--- config.mk ---
export PLATFORM = sky130hd
export DESIGN_NAME = scc_sar_ctrl
export DESIGN_NICKNAME = d
export VERILOG_FILES = /design/src/scc_pkg.sv /design/src/scc_conv_clk.sv /design/src/scc_sar_ctrl.sv
export VERILOG_INCLUDE_DIRS = /design/src
export SDC_FILE = /design/constraint.sdc
export NUM_CORES = 1
export LEC_CHECK = 0
export BUFFER_PORTS_ARGS = -buffer_cell sky130_fd_sc_hd__buf_2
export CAP_MARGIN = 40
export CORE_MARGIN = 1.5
export CORE_UTILIZATION = 45
export DETAILED_ROUTE_END_ITERATION = 6
export PLACE_DENSITY = 0.77
export SYNTH_ARGS = -nofsm -noshare
export SYNTH_HDL_FRONTEND = slang
export SYNTH_SLANG_ARGS = --single-unit
--- constraint.sdc ---
create_clock -name sys_clk_i -period 2 [get_ports sys_clk_i]
set_input_delay 0.1 -clock sys_clk_i [delete_from_list [all_inputs] [get_ports sys_clk_i]]
set_output_delay 0.1 -clock sys_clk_i [all_outputs]
set_load 0.03 [all_outputs]
--- src/scc_params.svh ---
// Constants of the converter control block: offsets, field positions,
// reset values and timing counts. Included by the package, scc_conv_clk and scc_sar_ctrl.
`ifndef SCC_PARAMS_SVH
`define SCC_PARAMS_SVH

// System clock period and conversion clock period, in nanoseconds.
`define SCC_SYS_PERIOD_NS    25
`define SCC_CONV_PERIOD_NS   100
// Conversion clock period in system clocks (least time, rounded up).
`define SCC_CONV_DIV \
  ((`SCC_CONV_PERIOD_NS + `SCC_SYS_PERIOD_NS - 1) / `SCC_SYS_PERIOD_NS)

// Register byte offsets.
`define SCC_OFS_CTRL         8'h00
`define SCC_OFS_RESULT       8'h04
`define SCC_OFS_STATUS       8'h08
`define SCC_OFS_IRQ_STAT     8'h0c
`define SCC_OFS_IRQ_MASK     8'h10

// Control register fields.
`define SCC_CTRL_HIGH_Z      0
`define SCC_CTRL_TURBO       1
`define SCC_CTRL_SPAN        2
`define SCC_CTRL_RESET       3'h0

// Status register fields.
`define SCC_STAT_BUSY        0
`define SCC_STAT_CHAIN       1
`define SCC_STAT_BUSY_DRV    2

// Interrupt bits.
`define SCC_IRQ_DONE         0
`define SCC_IRQ_IGNORED      1
`define SCC_IRQ_RESET        2'h0

// Result codes.
`define SCC_CODE_POS_FS      16'h7fff
`define SCC_CODE_NEG_FS      16'h8000
`define SCC_CODE_RESET       16'h0000
`define SCC_TRIAL_MSB        16'h8000

`endif

--- src/scc_pkg.sv ---
// Types shared by the converter control block.
// Assumes scc_params.svh is reachable on the include path.
`include "scc_params.svh"

package scc_pkg;

  // One-hot sequencer states.
  typedef enum logic [5:0] {
    SCC_IDLE    = 6'h01,
    SCC_OPEN_SW = 6'h02,
    SCC_GND     = 6'h04,
    SCC_TRIAL   = 6'h08,
    SCC_DECIDE  = 6'h10,
    SCC_LATCH   = 6'h20
  } scc_state_e;

  // Register port request.
  typedef struct packed {
    logic [7:0]  addr;
    logic [31:0] wdata;
    logic        wr;
    logic        rd;
  } scc_bus_req_s;

  // Switch and array controls towards the analog core.
  typedef struct packed {
    logic        pos_comparator_ground_switch;
    logic        neg_comparator_ground_switch;
    logic        array_to_input;
    logic        array_to_gnd;
    logic [15:0] dac_trial;
    logic        power_en;
  } scc_analog_s;

  // Complete state of the control block.
  typedef struct packed {
    logic [1:0]  cnv_sync;
    logic [1:0]  sdi_sync;
    logic [1:0]  cmp_sync;
    logic [1:0]  ovr_sync;
    logic [1:0]  und_sync;
    logic        cnv_prev;
    scc_state_e  st;
    logic [3:0]  bit_idx;
    logic [15:0] trial;
    logic [15:0] result;
    logic        chain_mode;
    logic        busy_drv;
    logic        done;
    logic [2:0]  ctrl;
    logic [1:0]  irq_stat;
    logic [1:0]  irq_mask;
    logic [31:0] rdata;
  } scc_regs_s;

endpackage

--- src/scc_conv_clk.sv ---
// Internal conversion clock: a tick every DIV system clocks while run is
// high. Assumes one system clock domain with asynchronous active-low reset.
`timescale 1ns/100ps
`include "scc_params.svh"

module scc_conv_clk
  import scc_pkg::*;
#(
  parameter int DIV = `SCC_CONV_DIV
)
(
  input  wire logic sys_clk_i,
  input  wire logic rstn_i,
  input  wire logic run_i,
  output logic      tick_o
);

  // Synchroniser delay on the comparator needs at least this many cycles,
  // and the counter below is eight bits wide.
  if (DIV < 4 || DIV > 255)
  begin : g_bad_div
    $error("scc_conv_clk: DIV out of range");
  end

  logic [7:0] cnt_r;
  logic [7:0] cnt_nxt;

  // Counter is held at zero while stopped so it burns nothing between runs.
  always_comb
  begin
    cnt_nxt = 8'h00;
    if (run_i && cnt_r != 8'(DIV - 1))
      cnt_nxt = cnt_r + 8'h01;
  end

  always_ff @(posedge sys_clk_i or negedge rstn_i)
  begin
    if (!rstn_i)
      cnt_r <= 8'h00;
    else
      cnt_r <= cnt_nxt;
  end

  assign tick_o = run_i && (cnt_r == 8'(DIV - 1));

endmodule

--- src/scc_sar_ctrl.sv ---
// Successive-approximation control of a 16-bit differential converter,
// with a small register port and a level interrupt.
// Assumes pins and analog comparator outputs are asynchronous to sys_clk_i,
// that the analog core settles a trial within one conversion tick, that
// the range detectors already follow the span compression setting, and
// that the host holds convert_start high for at least three clocks.
`timescale 1ns/100ps
`include "scc_params.svh"

module scc_sar_ctrl
  import scc_pkg::*;
#(
  parameter int CONV_DIV = `SCC_CONV_DIV
)
(
  input  wire logic        sys_clk_i,
  input  wire logic        rstn_i,
  // Pins from the host.
  input  wire logic        convert_start_i,
  input  wire logic        serial_in_config_i,
  // Analog comparator and range detectors.
  input  wire logic        comparator_i,
  input  wire logic        over_range_i,
  input  wire logic        under_range_i,
  // Register port.
  input  wire logic [7:0]  reg_addr_i,
  input  wire logic [31:0] reg_wdata_i,
  input  wire logic        reg_wr_i,
  input  wire logic        reg_rd_i,
  output logic      [31:0] reg_rdata_o,
  // Analog core controls.
  output logic             pos_comparator_ground_switch_o,
  output logic             neg_comparator_ground_switch_o,
  output logic             array_to_input_o,
  output logic             array_to_gnd_o,
  output logic      [15:0] dac_trial_o,
  output logic             power_en_o,
  output logic             high_z_o,
  output logic             span_comp_o,
  output logic             turbo_o,
  // Result side.
  output logic      [15:0] result_o,
  output logic             busy_o,
  output logic             eoc_o,
  output logic             busy_drive_en_o,
  output logic             chain_mode_o,
  output logic             irq_o
);

  // Registered state, its next value and the decoded helper signals.
  scc_regs_s   q_r;
  scc_regs_s   q_nxt;
  scc_bus_req_s req;
  scc_analog_s ana;
  logic        tick;
  logic        run;
  logic        start_edge;
  logic        cmp_s;
  logic [15:0] offset_code;

  // Fewer than four system clocks per tick would let a decision read a
  // comparator value still inside its synchroniser, and the divider in
  // the tick generator is eight bits wide.
  if (CONV_DIV < 4 || CONV_DIV > 255)
  begin : g_bad_div
    $error("scc_sar_ctrl: CONV_DIV out of range");
  end

  // Group the bus pins into one request.
  assign req.addr  = reg_addr_i;
  assign req.wdata = reg_wdata_i;
  assign req.wr    = reg_wr_i;
  assign req.rd    = reg_rd_i;

  // Conversion clock runs only outside idle. A conversion takes 34 ticks
  // plus one latch cycle once the start edge has left the synchroniser.
  assign run = (q_r.st != SCC_IDLE);

  // The divider stops with the sequencer, so it toggles nothing while the block is idle; the synchronisers still follow their inputs.
  scc_conv_clk #(
    .DIV       (CONV_DIV)
  ) u_conv_clk (
    .sys_clk_i (sys_clk_i),
    .rstn_i    (rstn_i),
    .run_i     (run),
    .tick_o    (tick)
  );

  // A start edge is seen past the synchroniser only. cnv_prev resets low,
  // the idle level of the pin, so leaving reset gives no false edge.
  assign start_edge = q_r.cnv_sync[1] && !q_r.cnv_prev;
  assign cmp_s      = q_r.cmp_sync[1];

  // Offset-binary search result turned to two's complement by the MSB.
  // The search itself runs in offset binary, so no adder is needed here.
  assign offset_code = {~q_r.trial[15], q_r.trial[14:0]};

  // Next-state logic for the whole block.
  always_comb
  begin
    q_nxt = q_r;
    // Two-flop synchronisers for every pin and analog flag. The mode pin
    // and range detectors are read only at fixed points, so their lag of
    // two cycles costs nothing.
    q_nxt.cnv_sync = {q_r.cnv_sync[0], convert_start_i};
    q_nxt.sdi_sync = {q_r.sdi_sync[0], serial_in_config_i};
    q_nxt.cmp_sync = {q_r.cmp_sync[0], comparator_i};
    q_nxt.ovr_sync = {q_r.ovr_sync[0], over_range_i};
    q_nxt.und_sync = {q_r.und_sync[0], under_range_i};
    q_nxt.cnv_prev = q_r.cnv_sync[1];
    // End of conversion is a pulse of one cycle.
    q_nxt.done     = 1'b0;

    // Software clears interrupt bits first, so hardware sets below win.
    if (req.wr && req.addr == `SCC_OFS_IRQ_STAT)
      q_nxt.irq_stat = q_r.irq_stat & ~req.wdata[1:0];
    if (req.wr && req.addr == `SCC_OFS_IRQ_MASK)
      q_nxt.irq_mask = req.wdata[1:0];
    // Option bits act on the analog core at once; changing them during a
    // conversion is allowed but spoils that result.
    if (req.wr && req.addr == `SCC_OFS_CTRL)
      q_nxt.ctrl = req.wdata[2:0];

    // Sequencer: acquisition, switch opening, grounding, then one trial and
    // one decision per bit, and a single latch cycle.
    case (q_r.st)
      SCC_IDLE:
      begin
        // Acquisition: wait for a start edge and note the readout mode.
        if (start_edge)
        begin
          q_nxt.st         = SCC_OPEN_SW;
          q_nxt.chain_mode = !q_r.sdi_sync[1];
          // The busy drive is withdrawn once a new conversion starts.
          q_nxt.busy_drv   = 1'b0;
        end
      end
      SCC_OPEN_SW:
      begin
        // Ground switches open; the arrays still hold the input for a tick.
        if (tick)
          q_nxt.st = SCC_GND;
      end
      SCC_GND:
      begin
        // Arrays on ground; load the top trial bit for the first decision.
        if (tick)
        begin
          q_nxt.st      = SCC_TRIAL;
          q_nxt.bit_idx = 4'hf;
          q_nxt.trial   = `SCC_TRIAL_MSB;
        end
      end
      SCC_TRIAL:
      begin
        // One conversion tick of settling before the decision.
        if (tick)
          q_nxt.st = SCC_DECIDE;
      end
      SCC_DECIDE:
      begin
        if (tick)
        begin
          // Comparator low means the trial overshot: drop this bit.
          if (!cmp_s)
            q_nxt.trial[q_r.bit_idx] = 1'b0;
          if (q_r.bit_idx == 4'h0)
            q_nxt.st = SCC_LATCH;
          else
          begin
            // Set the next lower bit as the new trial; kept bits stay set.
            q_nxt.bit_idx = q_r.bit_idx - 4'h1;
            q_nxt.trial[q_r.bit_idx - 4'h1] = 1'b1;
            q_nxt.st = SCC_TRIAL;
          end
        end
      end
      SCC_LATCH:
      begin
        // Range detectors override so a wild input never wraps.
        if (q_r.ovr_sync[1])
          q_nxt.result = `SCC_CODE_POS_FS;
        else if (q_r.und_sync[1])
          q_nxt.result = `SCC_CODE_NEG_FS;
        else
          q_nxt.result = offset_code;
        q_nxt.done     = 1'b1;
        // The mode pins are seen past their synchronisers, so a pin that
        // moves in the last two cycles of a conversion may be seen late.
        q_nxt.busy_drv = !q_r.chain_mode &&
                         (!q_r.sdi_sync[1] || !q_r.cnv_sync[1]);
        // Raise the done flag; a clear written in this cycle loses.
        q_nxt.irq_stat[`SCC_IRQ_DONE] = 1'b1;
        q_nxt.st = SCC_IDLE;
      end
      default:
      begin
        // An illegal code falls back to acquisition instead of hanging.
        q_nxt.st = SCC_IDLE;
      end
    endcase

    // Edges while converting are dropped but reported. Dropping them keeps
    // each result tied to its own sample; the flag tells software that a
    // request was lost.
    if (q_r.st != SCC_IDLE && start_edge)
      q_nxt.irq_stat[`SCC_IRQ_IGNORED] = 1'b1;

    // Read data stands in the cycle after the strobe only.
    // Unmapped addresses read as zero, and reads have no side effects.
    q_nxt.rdata = 32'h0000_0000;
    if (req.rd)
    begin
      case (req.addr)
        `SCC_OFS_CTRL:     q_nxt.rdata = {29'h0, q_r.ctrl};
        `SCC_OFS_RESULT:   q_nxt.rdata = {16'h0000, q_r.result};
        `SCC_OFS_STATUS:   q_nxt.rdata = {29'h0, q_r.busy_drv,
                                          q_r.chain_mode, run};
        `SCC_OFS_IRQ_STAT: q_nxt.rdata = {30'h0, q_r.irq_stat};
        `SCC_OFS_IRQ_MASK: q_nxt.rdata = {30'h0, q_r.irq_mask};
        default:           q_nxt.rdata = 32'h0000_0000;
      endcase
    end
  end

  // The whole state registers here; reset gives constants only.
  // The state code loads the one-hot idle value during reset.
  always_ff @(posedge sys_clk_i or negedge rstn_i)
  begin
    if (!rstn_i)
    begin
      q_r            <= '0;
      q_r.st         <= SCC_IDLE;
      q_r.result     <= `SCC_CODE_RESET;
      q_r.ctrl       <= `SCC_CTRL_RESET;
      q_r.irq_stat   <= `SCC_IRQ_RESET;
      q_r.irq_mask   <= `SCC_IRQ_RESET;
    end
    else
      q_r <= q_nxt;
  end

  // Switch sequencing: ground switches close only while acquiring, the
  // arrays leave the inputs one conversion tick after they open.
  // Each control but dac_trial decodes the one-hot state, so it changes once a step.
  always_comb
  begin
    ana.pos_comparator_ground_switch = (q_r.st == SCC_IDLE);
    ana.neg_comparator_ground_switch = (q_r.st == SCC_IDLE);
    ana.array_to_input = (q_r.st == SCC_IDLE) ||
                         (q_r.st == SCC_OPEN_SW);
    ana.array_to_gnd   = !ana.array_to_input;
    ana.dac_trial      = q_r.trial;
    ana.power_en       = run;
  end

  // Drive the analog core from the decoded controls.
  assign pos_comparator_ground_switch_o = ana.pos_comparator_ground_switch;
  assign neg_comparator_ground_switch_o = ana.neg_comparator_ground_switch;
  assign array_to_input_o = ana.array_to_input;
  assign array_to_gnd_o   = ana.array_to_gnd;
  assign dac_trial_o      = ana.dac_trial;
  assign power_en_o       = ana.power_en;

  // Option bits; the analog scaling and range detectors follow span_comp.
  assign high_z_o    = q_r.ctrl[`SCC_CTRL_HIGH_Z];
  assign turbo_o     = q_r.ctrl[`SCC_CTRL_TURBO];
  assign span_comp_o = q_r.ctrl[`SCC_CTRL_SPAN];

  // Result side; all but busy_o come straight from flip-flops.
  assign result_o        = q_r.result;
  assign busy_o          = run;
  assign eoc_o           = q_r.done;
  assign busy_drive_en_o = q_r.busy_drv;
  assign chain_mode_o    = q_r.chain_mode;
  assign reg_rdata_o     = q_r.rdata;

  // Level interrupt: high while any unmasked sticky bit is set.
  assign irq_o           = |(q_r.irq_stat & q_r.irq_mask);

endmodule

==> run summary <==
CP Cell Sequence - nor4_4, and3b_2, inv_4, nand2_1, buf_2
Minimum clock period - 1920 ps
CTS Buf Count - 9
Crit start category - flop
CP required - 1900 ps
Largest net degree at the start of global routing - 44
Die area - 10400 µm²
Root Driver - clkbuf_8
Leak - 2.46 nW
Fraction of layout cells with a size suffix above 1 - 0.323
Vias in the first global route - 2981
Clk sinks - 87
Die height - 102 µm
Largest delay share family, worst path - simple AND/OR/NAND/NOR gates
# IOs - 126
Count of different cell masters after synthesis - 60
Gr ovfl total - 0
Maximum clock path buffer count - 2
Initial DRC Count - 203
Pre-antenna DRT Iters - 5
Hold Path Sink - reg_rdata_o[1]
Worst-Skew Late Latency - 370 ps
Avg Vias per Cell - 5.04
Post-Syn Area per Cell - 10.4 µm²
CP Data Arrival Time - 1820 ps
Capture point of the worst reg-to-reg path - q_r[81]
Hold path depth - 3
Final #Nets - 521
Number of synthesized flops with an enable pin - 0
FP Rows - 36
Crit path buf inv count - 2
Ranking of synthesized cells by area - dfrtp_1 49%, buf_4 11%, nand2_1 2.7%, a22o_1 2.6%, a21oi_1 2.5%
DRC errors left - 0
Hold Vio Cnt, Final - 0
Post-DRT Antenna Nets - 0
Asr flop ratio synth - 1.00
Final Max Slew Viols - 0
Cell count after synthesis - 424
Port Buffer Count - 80
Worst-Margin Slew - 534 ps
Post-Syn Area - 4430 µm²
Most common cell after layout, fill and taps aside - dfrtp_1
Worst hold path type - input port to flop
Starting Density - 0.460
Initial antenna violation count - 0
Core area - 9640 µm²
Final wirelength - 8.79 mm
Post-synth top area share - 0.486
Antenna Cells - 0
DR vias - 3058
Max-slew headroom - 0.644
Crit-path max FO - 7
Seq/Total Area, Yosys - 0.492
Skew final - 7.88 ps
CP endpoint kind - output port
Tcrit/Tclk final - 0.958
Fmax - 522 MHz
Fin Setup TNS - 0 ps
Reg2Reg Depth - 7
Area leader, netlist - dfrtp_1
Reg2Reg Setup Slack - 160 ps
Worst Min Path Start - reg_rd_i
P per Cell Area - 750 nW/µm²
Die X - 102 µm
CP max-delay cell - dfrtp_2
H-Tree Depth - 3
GR Util All Layers - 0.177
Commonest non-fill, non-tap cells in the layout - 82 x dfrtp_1, 78 x buf_2, 32 x nand2_1, 25 x nor2_1, 22 x a21oi_1
Top_reg_cell synth - dfrtp_1
RD Place Congestion - 0.931
Final setup viols - 0
WS Path Type - flop to output port
Layout Area Growth over Synthesis - 11.2%
Final hold slack - 84.5 ps
Largest stage delay, worst path - 460 ps
CTS tree - built
Routed wire per std cell - 14.5 µm
Max Cap Violations - 0
Number of synthesized register bits - 87
VDD IR max - 0.393 mV
YS warnings - 0
DP HPWL - 6.45 mm
Outcome - complete, no violations
Clock slew at reported path FFs - 80 ps
First-pass GRT wire length - 14.3 mm
R2r startpoint - u_conv_clk.cnt_r[0]
==> layout make-up <==
cell class / instances / area (µm²)
clock buffer: 10 / 128
clock inverter: 4 / 72.6
fill: 858 / 4710
inverter: 8 / 32.5
multi-input combinational: 256 / 1670
sequential: 87 / 2180
tap: 133 / 166
timing repair buffer: 109 / 673
==> worst max path at each step <==
stage	startpoint	end	slack, ps	cells past startpoint
after global routing	q_r[82]	array_to_gnd_o	-0.3	6
after detailed placement	u_conv_clk.cnt_r[0]	q_r[81]	180	7
after CTS	q_r[82]	array_to_gnd_o	4	6
after floorplan	q_r[83]	array_to_gnd_o	80	6
after global placement	q_r[79]	dac_trial_o[9]	240	4
final	q_r[82]	array_to_input_o	80	5
==> synthesized netlist by cell type (all sizes together) (5+ instances only) <==
master and instances:
nor3 6, nor2 25, a22o 13, buf 77, o21ai 36, inv 8, nor2b 5, nand3 6
a21oi 22, a21o 5, nor4 9, dfrtp 86, nand2 34, and2 16, mux2 7, clkbuf 11
==> worst register-to-register path, stage by stage, from the launching register on <==
cell and delay (ps):
dfrtp_1 410, ha_1 220, nor3b_2 190, buf_4 150
and2_1 180, nor4_1 270, buf_4 190, o22ai_1 90
==> flip-flops by register name, summed over array words and instances, names as in the netlist <==
| register | cells |
|---|---|
| q_r | 18 |
| dac_trial_o | 16 |
| reg_rdata_o | 16 |
| result_o | 16 |
| u_conv_clk.cnt_r | 8 |
| q_nxt | 6 |
| busy_drive_en_o | 1 |
| chain_mode_o | 1 |
| cmp_s | 1 |
| eoc_o | 1 |
| high_z_o | 1 |
| span_comp_o | 1 |
| turbo_o | 1 |
==> what timing repair did <==
action,CTS,global route
pin swaps,0,2
buffers inserted,0,4
gates resized for setup,2,6
hold buffers,10,0
hold endpoints to repair,50,0
endpoints found under the setup margin,2,4
==> cell families (layout without fill, tap and decap cells) <==
kind of cell             Yosys count  in the layout  share of synthesized area
AND/OR/NAND/NOR                  126            126                      0.174
AO/OA/AOI/OAI                     96             96                      0.144
buffers and inverters             96            131                      0.146
flip-flops                        87             87                      0.492
multiplexers                       9              9                     0.0251
XOR/XNOR                           8              8                     0.0158
adder cells (fa/ha/maj)            1              1                    0.00282
other                              1             16                   0.000847
==> per-layer routing <==
layer	GRT usage	routed length, µm	up-vias	share of wire
li1	-	-	1482	-
met1	0.211	3820	1491	0.43
met2	0.305	4470	72	0.51
met3	0.0397	352	13	0.040
met4	0.0790	150	0	0.017
met5	0	0	-	0
==> metrics by stage <==
stage | util | worst slack [ps] | power (W) | instance area (µm²) | instances
after floorplan | - | 81.1 | 0.00229 | 4490 | 439
after CTS | 0.507 | 4.34 | 0.00371 | 4890 | 603
after global placement | 0.475 | 243 | 0.00241 | 4580 | 579
after global routing | 0.511 | -0.273 | 0.00385 | 4930 | 607
final | 0.511 | 84.9 | 0.00369 | 4930 | 607
after detailed placement | 0.475 | 185 | 0.00242 | 4580 | 579
==> power breakdown <==
group          total (W)  internal, W  switching (W)
sequential       0.00189      0.00181      0.0000733
combinational   0.000527     0.000175       0.000352
clock            0.00128     0.000688       0.000592
total            0.00369      0.00268        0.00102
No activity file was read; power rests on OpenSTA's default activity.
